## config.mk

```make
export PLATFORM = sky130hd
export DESIGN_NAME = cam_crt_dram_address_mux
export DESIGN_NICKNAME = d
export VERILOG_FILES = /design/src/verilog/cam_pkg.sv /design/src/verilog/cam_crt_dram_address_mux.sv
export SDC_FILE = /design/constraint.sdc
export NUM_CORES = 1
export LEC_CHECK = 0
export ABC_CLOCK_PERIOD_IN_PS = 2100
export BUFFER_PORTS_ARGS = -buffer_cell sky130_fd_sc_hd__buf_4
export CELL_PAD_IN_SITES_DETAIL_PLACEMENT = 1
export CELL_PAD_IN_SITES_GLOBAL_PLACEMENT = 1
export CORE_MARGIN = 8
export CORE_UTILIZATION = 23
export DETAILED_ROUTE_END_ITERATION = 10
export PLACE_DENSITY_LB_ADDON = 0.1
export RECOVER_POWER = 100
export SYNTH_ARGS = -nofsm -noshare
export SYNTH_HDL_FRONTEND = slang
export SYNTH_SLANG_ARGS = --single-unit
```

## constraint.sdc

```tcl
create_clock -name aclk -period 2.1 [get_ports aclk]
set_input_delay 0.21 -clock aclk [delete_from_list [all_inputs] [get_ports aclk]]
set_output_delay 0.21 -clock aclk [all_outputs]
set_load 0.05 [all_outputs]
```

## src/verilog/cam_pkg.sv

```systemverilog
`default_nettype none
package cam_pkg;
    // Register byte offsets
    localparam logic [4:0] OFS_MODE = 5'h00;
    localparam logic [4:0] OFS_COMPAT = 5'h04;
    localparam logic [4:0] OFS_BANK = 5'h08;
    localparam logic [4:0] OFS_STATUS = 5'h0C;
    localparam int ADDR_W = 5;

    // Layout mode codes in the mode field
    localparam logic [2:0] MODE_BYTE = 3'h0;
    localparam logic [2:0] MODE_WORD = 3'h1;
    localparam logic [2:0] MODE_DWORD = 3'h2;
    localparam logic [2:0] MODE_STD_TEXT = 3'h3;
    localparam logic [2:0] MODE_ENH_TEXT = 3'h4;

    // Field positions inside the compat register
    localparam int SEQ04_LSB = 0;
    localparam int GFX06_LSB = 8;
    localparam int MISC_LSB = 16;
    localparam int CMAP_LSB = 24;
    localparam int SEQ_EXT_MEM_BIT = 1;
    localparam int SEQ_CHAIN_BIT = 3;
    localparam int GFX_ODDEVEN_BIT = 1;
    localparam int GFX_MAP_LO_BIT = 2;
    localparam int GFX_MAP_HI_BIT = 3;
    localparam int MISC_PAGE_BIT = 5;

    localparam logic [31:0] RESET_VALUE = 32'h0000_0000;
    localparam logic [1:0] RESP_OKAY = 2'h0;
    localparam logic [1:0] RESP_SLVERR = 2'h2;

    typedef struct packed {
        logic mem512;
        logic wide64;
        logic linear;
        logic asym;
        logic bus32;
        logic [2:0] mode;
    } cam_mode_t;

    typedef struct packed {
        logic [4:0] pad;
        logic [2:0] char_map;
        logic [7:0] misc_out;
        logic [7:0] gfx06;
        logic [7:0] seq04;
    } cam_compat_t;

    typedef struct packed {
        logic alt_addr_bit;
        logic link_select_addr;
        logic page_select_addr;
        logic [4:0] window_addr;
        logic [9:0] dram_addr;
    } cam_addr_t;
endpackage
`default_nettype wire

```

## src/verilog/cam_crt_dram_address_mux.sv

```systemverilog
// Function
// - Symmetric DRAM gets refresh bits on column and row lines in the graphics modes.
// - Asymmetric column line 8 is zero; row line 9 is bit 16 in graphics.
// - Window bits come from the bank bits, or system bits 16-20 if linear.
// - Page bit picks system bit 0, 14, 16 or inverted odd page; chained 0.
// - Even/odd interleave is graphics control index 06 bit 1.
// - Chaining is sequencer index 04 bit 3; byte chain bit is bit 1 or 0.
// - The 128K flag is set when graphics index 06 bits 2, 3 are both 0.
// - Odd-page select is misc output bit 5, applied inverted to page.
// - The 64-bit size bit is window bit 2 or 3, routed per layout mode.
//
// Our own choices: the AXI4-Lite register port and the register addresses.
`timescale 1ns/10ps
`default_nettype none
module cam_crt_dram_address_mux (
    input wire logic aclk,
    input wire logic aresetn,
    input wire logic [cam_pkg::ADDR_W-1:0] s_axi_awaddr,
    input wire logic s_axi_awvalid,
    output logic s_axi_awready,
    input wire logic [31:0] s_axi_wdata,
    input wire logic [3:0] s_axi_wstrb,
    input wire logic s_axi_wvalid,
    output logic s_axi_wready,
    output logic [1:0] s_axi_bresp,
    output logic s_axi_bvalid,
    input wire logic s_axi_bready,
    input wire logic [cam_pkg::ADDR_W-1:0] s_axi_araddr,
    input wire logic s_axi_arvalid,
    output logic s_axi_arready,
    output logic [31:0] s_axi_rdata,
    output logic [1:0] s_axi_rresp,
    output logic s_axi_rvalid,
    input wire logic s_axi_rready,
    input wire logic [17:0] crtc_refresh_addr,
    input wire logic [4:0] row_scan_count,
    input wire logic [7:0] char_code,
    input wire logic [1:0] dram_qword_sel,
    input wire logic [20:0] sys_addr_bit,
    input wire logic row_phase,
    output var cam_pkg::cam_addr_t mux_out
);
    cam_pkg::cam_mode_t cfg;
    cam_pkg::cam_compat_t compat;
    logic [4:0] bank;
    logic aw_got;
    logic w_got;
    logic [cam_pkg::ADDR_W-1:0] aw_addr;
    logic [31:0] w_data;
    logic [3:0] w_strb;

    function automatic logic [31:0] merge(input logic [31:0] old,
                                          input logic [31:0] nw,
                                          input logic [3:0] strb);
        logic [31:0] r;
        r = old;
        for (int i = 0; i < 4; i++) begin
            if (strb[i]) begin
                r[8*i +: 8] = nw[8*i +: 8];
            end
        end
        return r;
    endfunction

    // Write channel: address and data are taken in either order
    wire aw_hs = s_axi_awvalid && s_axi_awready;
    wire w_hs = s_axi_wvalid && s_axi_wready;
    wire have_aw = aw_got || aw_hs;
    wire have_w = w_got || w_hs;
    wire do_write = have_aw && have_w && !s_axi_bvalid;
    wire [cam_pkg::ADDR_W-1:0] wr_addr = aw_got ? aw_addr : s_axi_awaddr;
    wire [31:0] wr_data = w_got ? w_data : s_axi_wdata;
    wire [3:0] wr_strb = w_got ? w_strb : s_axi_wstrb;
    wire wr_mode = wr_addr == cam_pkg::OFS_MODE;
    wire wr_compat = wr_addr == cam_pkg::OFS_COMPAT;
    wire wr_bank = wr_addr == cam_pkg::OFS_BANK;
    wire wr_ok = wr_mode || wr_compat || wr_bank;
    wire next_aw_got = have_aw && !do_write;
    wire next_w_got = have_w && !do_write;
    wire next_bvalid = do_write || (s_axi_bvalid && !s_axi_bready);
    wire [31:0] mode_word = merge({24'h00_0000, cfg}, wr_data, wr_strb);
    wire [31:0] compat_word = merge(compat, wr_data, wr_strb);
    wire [31:0] bank_word = merge({27'h000_0000, bank}, wr_data, wr_strb);

    // Read channel
    wire ar_hs = s_axi_arvalid && s_axi_arready;
    wire next_rvalid = ar_hs || (s_axi_rvalid && !s_axi_rready);
    wire rd_mode = s_axi_araddr == cam_pkg::OFS_MODE;
    wire rd_compat = s_axi_araddr == cam_pkg::OFS_COMPAT;
    wire rd_bank = s_axi_araddr == cam_pkg::OFS_BANK;
    wire rd_status = s_axi_araddr == cam_pkg::OFS_STATUS;
    wire rd_ok = rd_mode || rd_compat || rd_bank || rd_status;
    wire [31:0] rd_word = rd_mode ? {24'h00_0000, cfg} :
                          rd_compat ? {5'h00, compat[26:0]} :
                          rd_bank ? {27'h000_0000, bank} :
                          rd_status ? {14'h0000, mux_out} : 32'h0000_0000;

    always_ff @(posedge aclk) begin
        if (!aresetn) begin
            aw_got <= 1'b0;
            w_got <= 1'b0;
            aw_addr <= '0;
            w_data <= cam_pkg::RESET_VALUE;
            w_strb <= 4'h0;
            s_axi_awready <= 1'b0;
            s_axi_wready <= 1'b0;
            s_axi_bvalid <= 1'b0;
            s_axi_bresp <= cam_pkg::RESP_OKAY;
        end else begin
            aw_got <= next_aw_got;
            w_got <= next_w_got;
            if (aw_hs) begin
                aw_addr <= s_axi_awaddr;
            end
            if (w_hs) begin
                w_data <= s_axi_wdata;
                w_strb <= s_axi_wstrb;
            end
            s_axi_awready <= !next_aw_got && !next_bvalid;
            s_axi_wready <= !next_w_got && !next_bvalid;
            s_axi_bvalid <= next_bvalid;
            if (do_write) begin
                s_axi_bresp <= wr_ok ? cam_pkg::RESP_OKAY
                                     : cam_pkg::RESP_SLVERR;
            end
        end
    end

    always_ff @(posedge aclk) begin
        if (!aresetn) begin
            cfg <= cam_pkg::cam_mode_t'(cam_pkg::RESET_VALUE[7:0]);
            compat <= cam_pkg::RESET_VALUE;
            bank <= cam_pkg::RESET_VALUE[4:0];
        end else if (do_write) begin
            if (wr_mode) begin
                cfg <= mode_word[7:0];
            end
            if (wr_compat) begin
                compat <= {5'h00, compat_word[26:0]};
            end
            if (wr_bank) begin
                bank <= bank_word[4:0];
            end
        end
    end

    always_ff @(posedge aclk) begin
        if (!aresetn) begin
            s_axi_arready <= 1'b0;
            s_axi_rvalid <= 1'b0;
            s_axi_rdata <= cam_pkg::RESET_VALUE;
            s_axi_rresp <= cam_pkg::RESP_OKAY;
        end else begin
            s_axi_arready <= !next_rvalid;
            s_axi_rvalid <= next_rvalid;
            if (ar_hs) begin
                s_axi_rdata <= rd_word;
                s_axi_rresp <= rd_ok ? cam_pkg::RESP_OKAY
                                     : cam_pkg::RESP_SLVERR;
            end
        end
    end

    // Address datapath, combinational from the registered controls
    wire [17:0] rf = crtc_refresh_addr;
    wire [4:0] rs = row_scan_count;
    wire [7:0] cc = char_code;
    wire [1:0] qs = dram_qword_sel;
    wire [2:0] cm = compat.char_map;
    wire b32 = cfg.bus32;
    wire m_word = cfg.mode == cam_pkg::MODE_WORD;
    wire m_dword = cfg.mode == cam_pkg::MODE_DWORD;
    wire m_std = cfg.mode == cam_pkg::MODE_STD_TEXT;
    wire m_enh = cfg.mode == cam_pkg::MODE_ENH_TEXT;
    // Undefined mode codes fall back to the byte layout and byte routing
    wire m_byte = !(m_word || m_dword || m_std || m_enh);
    wire graphics = !(m_std || m_enh);
    wire [8:0] col_byte = {rf[16], rf[6:0], b32 ? rf[17] : qs[0]};
    wire [8:0] row_byte = {rf[15], b32 ? rs[1] : rf[14],
                           b32 ? rs[0] : rf[13], rf[12:7]};
    wire [8:0] col_word = {rf[16], rf[5:0], b32 ? rf[13] : rf[15],
                           b32 ? rf[17] : qs[1]};
    wire [8:0] row_word = {rf[14], b32 ? rs[1] : rf[13],
                           b32 ? rs[0] : rf[12], rf[11:6]};
    wire [8:0] col_dword = {rf[16], rf[4:0], rf[15], rf[14],
                            b32 ? rf[17] : qs[0]};
    wire [8:0] row_dword = {rf[13], b32 ? rs[1] : rf[12],
                            b32 ? rs[0] : rf[11], rf[10:5]};
    wire [8:0] col_std = {1'b0, cc[1:0], rs, b32 ? rf[17] : qs[1]};
    wire [8:0] row_std = {cm[1], cm[0], cm[2], cc[7:2]};
    wire [8:0] col_enh = {1'b0, cc[6:0], b32 ? cc[7] : qs[1]};
    wire [8:0] row_enh = {cm[1], cm[0], cm[2], 1'b0, rs};
    wire [8:0] col_sel = m_word ? col_word : m_dword ? col_dword :
                         m_std ? col_std : m_enh ? col_enh : col_byte;
    wire [8:0] row_sel = m_word ? row_word : m_dword ? row_dword :
                         m_std ? row_std : m_enh ? row_enh : row_byte;
    wire col8 = cfg.asym ? 1'b0 : col_sel[8];
    wire row9 = cfg.asym && graphics && rf[16];
    wire [9:0] next_dram = row_phase ? {row9, row_sel}
                                     : {1'b0, col8, col_sel[7:0]};

    wire [4:0] next_win = cfg.linear ? sys_addr_bit[20:16] : bank;
    wire oddeven = compat.gfx06[cam_pkg::GFX_ODDEVEN_BIT];
    wire chain_on = compat.seq04[cam_pkg::SEQ_CHAIN_BIT];
    wire ext_mem = compat.seq04[cam_pkg::SEQ_EXT_MEM_BIT];
    wire map_lo = compat.gfx06[cam_pkg::GFX_MAP_LO_BIT];
    wire map_hi = compat.gfx06[cam_pkg::GFX_MAP_HI_BIT];
    // Mixed map bits leave the flag clear, the safe 64K view
    wire window_128k_flag = !map_lo && !map_hi;
    wire odd_page_select = compat.misc_out[cam_pkg::MISC_PAGE_BIT];
    wire size_bit = cfg.mem512 ? next_win[3] : next_win[2];
    wire page_base = chain_on ? 1'b0 : !oddeven ? sys_addr_bit[0] :
                     !ext_mem ? sys_addr_bit[14] :
                     window_128k_flag ? sys_addr_bit[16] :
                     !odd_page_select;
    // Chaining keeps the page bit low even with a 64-bit size bit routed
    wire next_page = (cfg.wide64 && m_byte && !chain_on) ? size_bit
                                                       : page_base;
    wire next_link = (cfg.wide64 && m_word) ? size_bit :
                     (m_byte && !chain_on) ? sys_addr_bit[1] : 1'b0;
    wire next_alt = (cfg.wide64 && m_dword) ? size_bit :
                    m_word ? sys_addr_bit[2] : 1'b0;

    always_ff @(posedge aclk) begin
        if (!aresetn) begin
            mux_out <= '0;
        end else begin
            mux_out <= {next_alt, next_link, next_page, next_win, next_dram};
        end
    end
endmodule
`default_nettype wire

```

# --- Yosys cells after proc, flatten, opt, wreduce, memory -nomap -nowiden ---
# Index checks and enable logic that the tools add are counted.
totals:
  out_inout_bits: 59
  in_bits: 108
  regBits: 137
  elab_cells: 134
classes:
  reduce_logical: 55
  n_eq_ne: 9
  mux: 40
op_table:
  columns: ["cell", "count"]
  rows:
  - ["two-way mux 27 bit", 3]
  - ["two-way mux 9 bit", 9]
  - ["two-way mux 18 bit", 2]
  - ["two-way mux 1 bit", 21]
  - ["logical AND 1 bit", 19]
  - ["AND reduction 3 bit", 6]
  - ["== test 5 x 4 -> 1 bit (second input constant)", 3]
  - ["logical NOT 1 bit", 14]
  - ["logical OR 1 bit", 13]
  - ["== test 5 x 3 -> 1 bit (second input constant)", 2]
  - ["logical NOT 5 bit", 2]
  - ["two-way mux 5 bit", 2]
  - ["== test 3 x 2 -> 1 bit (second input constant)", 2]
  - ["two-way mux 2 bit", 2]
  - ["two-way mux 4 bit", 1]
  - ["== test 3 x 1 -> 1 bit (second input constant)", 1]
  - ["== test 3 bit (second input constant)", 1]
  - ["AND reduction 2 bit", 1]

# --- Depth between registers and ports, before layout ---
# Gate-level depths: netlist of the first run.
logic_depth:
  word_depth: 8
  ltp_mapped: 8
  mapped_depth_nobuf: 5

# --- Worst setup path before layout of the first run ---
# OpenSTA, ideal clock, no wires.
synth_path:
  kind: "reg2reg"
  from: "reg s_axi_awready"
  to: "reg compat[13] in the netlist's numbering"
  path_stages_with_launch: 8
  synth_period_minus_slack_ns: 1.907
  n_path_buf: 2
  arrival_ns: 1.791
  setup_ns: 0.116
  setup_slack_ns: 0.193
  t_required_ns: 1.984
  path_cell_list: "dfxtp_1 > a21oi_2 > nor3_4 > and4_1 > buf_4 > buf_6 > nand2_1 > o211a_1"
synth_between:
  elab_chain_cells: 5
synth_lines:
  columns: ["item", "line_no", "text"]
  rows:
  - ["start, declared", "cam_crt_dram_address_mux.sv:20", "output logic s_axi_awready,"]
  - ["start signal, assigned", "cam_crt_dram_address_mux.sv:119", "s_axi_awready <= !next_aw_got && !next_bvalid;"]
  - ["logical AND 1 bit", "cam_crt_dram_address_mux.sv:66", "wire aw_hs = s_axi_awvalid && s_axi_awready;"]
  - ["logical OR 1 bit", "cam_crt_dram_address_mux.sv:68", "wire have_aw = aw_got || aw_hs;"]
  - ["logical AND 1 bit (2 in a row)", "cam_crt_dram_address_mux.sv:70", "wire do_write = have_aw && have_w && !s_axi_bvalid;"]
  - ["AND reduction 3 bit (no source line)", null, null]
  - ["end signal, assigned", "cam_crt_dram_address_mux.sv:132", "compat <= cam_pkg::RESET_VALUE;"]
  - ["end signal, assigned", "cam_crt_dram_address_mux.sv:139", "compat <= {5'h00, compat_word[26:0]};"]
  - ["end, declared", "cam_crt_dram_address_mux.sv:44", "cam_pkg::cam_compat_t compat;"]
# Every way passes these cells.
# A chain may end at the register's enable or synchronous reset.

# --- Final worst setup path of the first run ---
layout_path:
  from: "reg w_got"
  to: "reg compat[8] in the netlist's numbering"
layout_between:
  elab_chain_cells: 4
  word_cells_on_any_way: 6
  classes_between: "mux (2); reduce/logical (4)"
layout_lines:
  columns: ["item", "line_no", "text"]
  rows:
  - ["start, declared", "cam_crt_dram_address_mux.sv:47", "logic w_got;"]
  - ["start signal, assigned", "cam_crt_dram_address_mux.sv:111", "w_got <= next_w_got;"]
  - ["logical OR 1 bit", "cam_crt_dram_address_mux.sv:69", "wire have_w = w_got || w_hs;"]
  - ["logical AND 1 bit (2 in a row)", "cam_crt_dram_address_mux.sv:70", null]
  - ["AND reduction 3 bit (no source line)", null, null]
# Several ways; a longest one is shown, not always the timed one.

==> summary.txt, run 1 <==
Timing
  • Slew @ Worst Pin: 1.14 ns
  • Hold WS: 0.0550 ns
  • Max frequency: 0.510 GHz
  • Max Slew Vio Count: 0
  • Period minus WS final: 1.96 ns
  • Final setup fails: 0
  • Worst Skew: 0.00863 ns
  • Max-slew headroom: 24.0%
  • RSZ-0062 raised after global routing: no
  • Hold Vio Cnt, Final: 0
  • Period utilization: 93.4%
  • Setup TNS: 0 ns

Yosys
  • FFs w/ async S/R, synth: 0%
  • Post-synthesis sequential area ratio: 40.5%
  • Share of the synthesized area in the top cell type: 40.5%
  • Largest family of logic cells by synthesized area: simple AND/OR/NAND/NOR gates
  • Synth Register Bits: 130
  • Main area contributors after synthesis: dfxtp_1 (40%), nand2_1 (10%), mux2i_1 (7.9%)
  • Synth Cell Area: 6430 um^2
  • Synth Area in Simple Gates: 21.1%
  • Post-Synthesis Cells: 753
  • Post-Synth XOR/XNOR Area: 0%
  • Post-synthesis mux area share: 13.4%
  • Avg Inst Size Synth: 8.54 um^2
  • Post-synthesis cell type count: 52
  • EDFF count, synth: 0
  • Post-Synth Adder-Cell Area: 0%
  • Dominant synthesized flop cell: dfxtp_1
  • Largest area contributor in the netlist: dfxtp_1
  • Yosys warnings: 0
  • Compound-Gate Fraction of Synth Area: 20.1%

Pwr
  • PwrDens: 762 nW/um^2
  • Peak supply drop: 0.000431 V
  • Lkg Pwr: 0.00321 uW

GRT
  • First-pass GRT wire length: 36.6 mm
  • Initial antenna violation count: 0
  • Largest net degree at the start of global routing: 70
  • Vias in the first global route: 6277
  • Tot GR Track Use: 13.9%
  • Total grt overflow: 0

CTS
  • CTS tree: built
  • Post-CTS Hold Buffers: 0
  • Clock-pin slew on the worst setup and hold paths: 0.07 ns
  • H-tree depth: 4
  • TritonCTS Sinks: 130
  • CTS Buffer Depth: 2
  • Post CTS Setup Buffer Count: 0
  • TritonCTS Buffers: 17
  • Cts repair resizes: 0
  • Worst skew pair latency: 0.42 ns
  • CTS Root Cell: clkbuf_16

Detailed routing
  • WL per Instance: 18.6 um
  • Total iterations of the first detailed-routing run: 5
  • Drt via density: 4.65
  • Routed wire length: 23.5 mm
  • Antenna Nets Post-Route: 0
  • Via count: 5887
  • Drc violations: 0
  • First DRT Iteration DRCs: 300

Worst setup path
  • WP data arrival: 2.27 ns
  • Crit-path cells: clkbuf_2, mux2i_1, nand2_1, o211a_1
  • Startpoint Class: flop
  • CP max-delay cell: clkbuf_2
  • WS Path Type: reg -> reg
  • Setup crit end kind: flop
  • Worst-path fanout max: 27
  • Critical Path RT: 2.41 ns
  • Crit-path max cell delay: 0.69 ns

Placed design
  • HPWL after DPL: 17.8 mm
  • PortBufs: 142
  • GP Congestion: 0.764

Job
  • Max_cap viols: 0

Layout
  • P&R area growth vs syn: 27.4%
  • Ant diodes: 0
  • Layout cells sized above 1: 19.8%
  • Layout net count: 983

Floorplan
  • Io pins: 167
  • Initial core utilization: 23.3%
  • Die area: 33600 um^2
  • Die X: 183 um
  • Overall die height: 183 um
  • Row Count: 61
  • Core Area: 27600 um^2

Run status
  • Status: finished clean

Worst hold path
  • Worst min path class: in -> reg
[final cells by class]
type	instances	area, um^2
fillers	3320	19400
multi-input cells	562	3530
flip-flops and latches	130	2600
repair buffers	162	1010
well taps	378	473
clock buffers	19	443
clock inverters	13	126
inverters	2	7.51
[cell usage after synthesis (all sizes together), types with 3 or more instances]
cell type and count:
nand4 4, or3 4, a21boi 38, buf 33
a21oi 15, mux2 27, a31o 3, nand3 23
o211a 8, a211oi 11, clkbuf 32, nor3b 5
nor3 7, o21ai 38, a22oi 21, a31oi 14
o22ai 6, nand3b 4, mux2i 51, nor2b 23
nand2 172, nor2 19, dfxtp 130, nand2b 12
and2 14, a221oi 12, o32ai 7
[flip-flops by register name (all words and copies together) (netlist names), 3 cells and up]
name / flops
aw_addr: 5
w_strb: 4
bank: 5
cfg: 7
mux_out: 18
compat: 23
cm: 3
s_axi_rdata: 27
w_data: 27
[metal layers]
metal | track usage [%] | share of wire (%) | wire (um)
met5 | 0 | 0 | 0
met4 | 3.32 | 0.88 | 206
met3 | 3.17 | 4.5 | 1070
met2 | 22.0 | 46 | 10700
met1 | 19.0 | 49 | 11500
[cell usage in the layout (no fill, tap or decap), drive strengths merged, types with 5 or more instances in the layout]
cell type / synthesis / final
nand2: 172 / 172
dfxtp: 130 / 130
buf: 33 / 101
clkbuf: 32 / 80
mux2i: 51 / 51
a21boi: 38 / 38
o21ai: 38 / 38
mux2: 27 / 27
nand3: 23 / 23
nor2b: 23 / 23
a22oi: 21 / 21
nor2: 19 / 19
a21oi: 15 / 15
a31oi: 14 / 14
and2: 14 / 14
nand2b: 12 / 12
a221oi: 12 / 12
a211oi: 11 / 11
o211a: 8 / 8
o32ai: 7 / 7
conb: 1 / 7
nor3: 7 / 7
o22ai: 6 / 6
inv: 2 / 6
nor3b: 5 / 5
[stage by stage]
step	utilization (%)	setup WS (ns)	power (uW)	instance area (um^2)	std cells
finish	29.7	0.139	6240	8190	1266
CTS	30.4	0.182	6370	8410	1266
global route	29.7	0.00447	6520	8190	1266
detailed placement	28.4	0.201	3470	7840	1234
floorplan	-	0.193	3120	6450	759
global placement	28.4	0.213	3450	7840	1234
[where the power goes]
part | internal (uW) | switching (uW)
clock | 1680 | 1190
combinational | 296 | 480
sequential | 2540 | 56.7
[critical path, delay by kind of cell, from the launching register on]
kind / cells / cell delay, ns
buf+inv: 1 / 0.69
flops: 1 / 0.47
mux: 1 / 0.43
compound gates: 1 / 0.13
simple gates: 1 / 0.12
[path summary, 6_finish.rpt]
path | startpoint | endpoint | slack, ns | cells past startpoint
worst max register to register | w_got$_SDFF_PN0_ | compat[8]$_SDFFE_PN0P_ | 0.14 | 4
worst min-delay path | s_axi_wdata[15] | w_data[15]$_SDFFE_PN0P_ | 0.06 | 3
worst max-delay path | w_got$_SDFF_PN0_ | compat[8]$_SDFFE_PN0P_ | 0.14 | 4
worst min register to register | compat[5]$_SDFFE_PN0P_ | compat[5]$_SDFFE_PN0P_ | 0.46 | 2
[cell families (layout without fill, tap and decap cells)]
| family | count (synthesis) | after routing |
|---|---|---|
| buffers and inverters | 67 | 196 |
| DFF | 130 | 130 |
| AOI/OAI and AO/OA | 184 | 184 |
| and+or+nand+nor | 291 | 291 |
| other | 1 | 7 |
| muxes | 80 | 80 |
No activity file was read; power rests on OpenSTA's default activity.
==> run 2, diff against run 1 <==
- CORE_UTILIZATION: 23 -> 39
- SETUP_SLACK_MARGIN: default -> 0.2
==> run 2 against run 1 <==
  * Die area is 38% lower
  * Clock-buffer cell count shrank 1
  * Sequential share of layout area increased by 0.57 points
  * Worst setup slack gained 0.064 ns
  * Via count is 2.3% higher
  * Critical path type unchanged
  * Critical endpoint is now cfg[1]$_SDFFE_PN0P_
  * Highest routed layer unchanged
==> summary.txt, run 2 (synthesis gave the netlist of run 1 again) <==
Timing
  • Final setup fails: 0
  • RSZ-0062 raised after global routing: yes
  • Max-slew headroom: 15.5%
  • Setup TNS: 0 ns
  • Hold Vio Cnt, Final: 0
  • Slew @ Worst Pin: 1.27 ns
  • Period minus WS final: 1.90 ns
  • Max Slew Vio Count: 0
  • Worst Skew: 0.00599 ns
  • Max frequency: 0.527 GHz
  • Period utilization: 90.4%

Placed design
  • GP Congestion: 0.823
  • PortBufs: 142
  • HPWL after DPL: 16.0 mm
  • Placed instance count: 1077
  • DP Area: 7670 um^2

Detailed routing
  • Drc violations: 0
  • WL per Instance: 19.5 um
  • Total iterations of the first detailed-routing run: 4
  • Routed wire length: 21.6 mm
  • Antenna Nets Post-Route: 0
  • Via count: 6024
  • First DRT Iteration DRCs: 282
  • Drt via density: 5.43

CTS
  • TritonCTS Buffers: 17
  • CTS Buffer Depth: 2
  • Worst skew pair latency: 0.42 ns
  • TritonCTS Sinks: 130
  • H-tree depth: 4
  • CTS Root Cell: clkbuf_16
  • CTS tree: built
  • Clock-pin slew on the worst setup and hold paths: 0.06 ns
  • Post-CTS Hold Buffers: 0

GRT
  • Largest net degree at the start of global routing: 106
  • First-pass GRT wire length: 33.6 mm
  • Tot GR Track Use: 20.6%
  • Vias in the first global route: 6348
  • Total grt overflow: 0
  • Initial antenna violation count: 0

Floorplan
  • Core Area: 16300 um^2
  • Io pins: 167
  • Die X: 144 um
  • Row Count: 47
  • Overall die height: 144 um
  • Initial core utilization: 39.3%
  • Die area: 20900 um^2

Layout
  • Top Registers: s_axi_rdata (27), w_data (27), compat (23)
  • Final std cells w/o fill: 1110
  • Layout net count: 985
  • Commonest non-fill, non-tap cell in the layout: nand2_1
  • P&R area growth vs syn: 25.4%
  • Post-route cell area: 8060 um^2
  • Layout cells sized above 1: 20.2%
  • Most frequent cells in the layout: nand2_1 (172), dfxtp_1 (127), buf_4 (102), clkbuf_1 (58), mux2i_1 (51)
  • Ant diodes: 0

Run status
  • Status: finished clean

Job
  • Max_cap viols: 0

Pwr
  • PwrDens: 787 nW/um^2
  • Peak supply drop: 0.000596 V
  • Lkg Pwr: 0.00323 uW

Worst setup path
  • Critical Path RT: 2.43 ns
  • WP data arrival: 2.23 ns
  • Setup crit end kind: flop
  • FF-to-FF path depth: 5
  • WS Path Type: reg -> reg
  • Startpoint Class: flop
  • Worst-path fanout max: 8

Worst hold path
  • Hold path depth: 3
  • Worst min path class: in -> reg
==> run 2: cell types whose count changed in the layout (fill, tap and decap cells not counted), moves of 2 or more <==
| cell | before | now |
|---|---|---|
| clkinv_2 | 1 | 3 |
| clkbuf_2 | 5 | 2 |
| buf_4 | 100 | 102 |
| clkbuf_1 | 56 | 58 |
| mux2_2 | 24 | 27 |
| dfxtp_1 | 130 | 127 |
| clkinvlp_4 | 4 | 2 |
| dfxtp_2 | 0 | 3 |
| mux2_1 | 3 | 0 |
==> run 2: where the power goes <==
| group | total [uW] | internal [uW] | switching, uW | leakage, uW |
|---|---|---|---|---|
| sequential | 2600 | 2540 | 58.1 | 0.00106 |
| combinational | 777 | 300 | 477 | 0.00189 |
| clock | 2970 | 1790 | 1170 | 0.000289 |
==> run 2: path summary, 6_finish.rpt <==
kind,startpoint,endpoint,slack (ns)
min reg2reg,w_data[15]$_SDFFE_PN0P_,w_data[15]$_SDFFE_PN0P_,0.46
min,s_axi_wdata[10],w_data[10]$_SDFFE_PN0P_,0.05
max,s_axi_wready$_SDFF_PN0_,cfg[1]$_SDFFE_PN0P_,0.20
max reg2reg,s_axi_wready$_SDFF_PN0_,cfg[1]$_SDFFE_PN0P_,0.20
==> run 2: area by class of cell <==
class,count,area [um^2]
fillers,2011,8290
multi-input cells,562,3540
flip-flops and latches,130,2610
repair buffers,164,1030
clock buffers,18,439
well taps,220,275
clock inverters,14,154
inverters,2,7.51
==> run 2: metrics by stage <==
step	power, uW	util (%)	worst slack [ns]	hold WS, ns
final	6340	49.3	0.203	0.0530
after CTS	6410	50.6	0.194	0.0418
after global routing	6560	49.3	0.0695	0.0513
after global placement	3430	46.9	0.292	0.445
after floorplan	3120	-	0.221	0.349
after detailed placement	3450	46.9	0.222	0.456
==> run 2: what timing repair did <==
item                       in CTS  in global routing
setup buffers                   0                  1
hold endpoints to repair        0                  0
pin swaps                       0                  1
resized for setup               1                  6
setup endpoints to repair       5                 36
==> run 2: worst max-delay path, cell delays in order (launching register included) <==
cell	delay [ns]
dfxtp_1	0.41
and2_0	0.18
nand2_1	0.10
o21ai_1	0.45
o2111ai_4	0.38
mux2i_1	0.29
==> run 2: layer usage <==
metal  vias to the layer above  track usage (%)  part of all wire [%]
li1                       2906                -                     -
met1                      2954             25.8                    45
met2                       147             35.0                    48
met3                        17             4.72                   5.6
met4                         0             4.60                  0.79
met5                         -                0                     0
==> run 3, diff against run 2 <==
- CORE_UTILIZATION: 39 -> 30
==> run 3 against run 2 <==
  * Fmax increased by 1.7%
  * Clock power hardly changed
  * Core utilization is 10 points lower
  * Highest routed layer unchanged
  * Critical path depth up 1
==> summary.txt, run 3 (synthesis gave the netlist of run 1 again) <==
Run status
  • Status: finished clean

Layout
  • P&R area growth vs syn: 27.2%
  • Most frequent cells in the layout: nand2_1 (172), dfxtp_1 (130), buf_4 (106), clkbuf_1 (56), mux2i_1 (51)
  • Layout net count: 990
  • Commonest non-fill, non-tap cell in the layout: nand2_1
  • Ant diodes: 0
  • Final core occ: 38.9%
  • Layout cells sized above 1: 20.6%
  • Final std cells w/o fill: 1169
  • Top Registers: s_axi_rdata (27), w_data (27), compat (23)

GRT
  • Tot GR Track Use: 16.4%
  • Largest net degree at the start of global routing: 37
  • Initial antenna violation count: 0
  • Vias in the first global route: 6263
  • Total grt overflow: 0
  • First-pass GRT wire length: 34.6 mm

Pwr
  • Sequential share of power: 41.1%
  • Comb power frac: 12.4%
  • Clock power share: 46.5%
  • Lkg Pwr: 0.00327 uW
  • Tot Pwr: 6320 uW
  • Internal Power: 4650 uW
  • Peak supply drop: 0.000555 V
  • Sw Pwr: 1670 uW
  • Sw Ratio: 26.4%
  • PwrDens: 772 nW/um^2

Worst setup path
  • WS Path Type: reg -> reg
  • Crit path from: w_got$_SDFF_PN0_
  • CP max-delay cell: dfxtp_1
  • Startpoint Class: flop
  • WP data arrival: 2.16 ns
  • Worst-path fanout max: 13
  • Setup crit end kind: flop
  • FF-to-FF path depth: 6
  • Crit-path max cell delay: 0.46 ns
  • Critical Path RT: 2.40 ns
  • FF-to-FF Start: w_got$_SDFF_PN0_
  • Crit-path cells: clkbuf_2, nand2_1, o21ai_1, o2111ai_4, buf_12, mux2i_1

Floorplan
  • Initial core utilization: 30.6%
  • Core Area: 21000 um^2
  • Io pins: 167
  • Die X: 162 um
  • Overall die height: 162 um
  • Die area: 26400 um^2
  • Row Count: 53

Job
  • Max_cap viols: 0

Timing
  • Hold WS: 0.0640 ns
  • Max frequency: 0.536 GHz
  • Max Slew Vio Count: 0
  • Worst Skew: 0.0115 ns
  • Max-slew headroom: 53.4%
  • Hold Vio Cnt, Final: 0
  • Period minus WS final: 1.87 ns
  • Slew @ Worst Pin: 0.700 ns
  • RSZ-0062 raised after global routing: yes
  • Final setup fails: 0
  • Period utilization: 88.9%
  • Setup TNS: 0 ns

Worst hold path
  • Hold path depth: 3
  • Worst Hold Launch: s_axi_wdata[16]
  • Worst min path class: in -> reg

Detailed routing
  • Drt via density: 5.11
  • Routed wire length: 22.2 mm
  • Drc violations: 0
  • First DRT Iteration DRCs: 269
  • Total iterations of the first detailed-routing run: 4
  • Antenna Nets Post-Route: 0
  • WL per Instance: 19.0 um
  • Via count: 5968

CTS
  • Clock-pin slew on the worst setup and hold paths: 0.06 ns
  • CTS tree: built
  • CTS Buffer Depth: 2
  • Post-CTS Hold Buffers: 0
  • TritonCTS Buffers: 17
  • CTS Root Cell: clkbuf_16
  • H-tree depth: 4
  • TritonCTS Sinks: 130
  • Worst skew pair latency: 0.41 ns

Placed design
  • HPWL after DPL: 16.9 mm
  • GP Congestion: 0.795
  • Placed instance count: 1135
  • PortBufs: 142
## run 3: changes by cell type in the layout (fill, tap and decap cells not counted), moves of 2 or more
| cell | before | now |
|---|---|---|
| buf_4 | 102 | 106 |
| dfxtp_1 | 127 | 130 |
| dfxtp_2 | 3 | 0 |
| clkbuf_1 | 58 | 56 |
| clkbuf_2 | 2 | 4 |
## run 3: area by class of cell
type	instances	area [um^2]
clock buffers	19	453
inverters	2	7.51
multi-input cells	562	3550
fillers	2487	12800
clock inverters	12	133
repair buffers	169	1090
well taps	275	344
flip-flops and latches	130	2600
## run 3: timing repair
item                       in CTS  in global routing
gates resized for setup         0                  5
buffers inserted                0                  3
setup endpoints to repair       0                 36
## run 3: through the flow
| step | area, um^2 | setup slack [ns] |
|---|---|---|
| floorplan | 6450 | 0.221 |
| finish | 8180 | 0.234 |
| global route | 8180 | 0.0877 |
| global placement | 7740 | 0.287 |
| CTS | 8330 | 0.224 |
| detailed placement | 7740 | 0.247 |
## run 3: critical path: cells and delay by family, from the launching register on
kind                   cells  cell delay [ns]
AOI/OAI and AO/OA          2             0.52
DFF                        1             0.46
muxes                      1             0.12
and+or+nand+nor            1             0.09
buffers and inverters      2             0.56
## run 3: final timing paths
| kind | endpoint | slack, ns |
|---|---|---|
| max | cfg[1]$_SDFFE_PN0P_ | 0.23 |
| min reg2reg | w_data[6]$_SDFFE_PN0P_ | 0.46 |
| max reg2reg | cfg[1]$_SDFFE_PN0P_ | 0.23 |
| min | w_data[16]$_SDFFE_PN0P_ | 0.06 |
## run 3: routing by layer
| metal | global-route usage (%) | routed length, um | part of all wire, % | up-vias |
|---|---|---|---|---|
| met2 | 26.6 | 10300 | 46 | 120 |
| met4 | 3.79 | 155 | 0.70 | 0 |
| met3 | 3.77 | 940 | 4.2 | 10 |
| met1 | 21.8 | 10800 | 49 | 2925 |
| li1 | - | - | - | 2913 |
| met5 | 0 | 0 | 0 | - |
## run 3: power groups by stage
stage	clock, uW	sequential [uW]	combinational (uW)
2_1_floorplan	0	2730	387
3_3_place_gp	0	2650	793
3_5_place_dp	0	2650	806
4_1_cts	3010	2600	810
5_1_grt	3120	2600	845
6_report	2940	2600	782
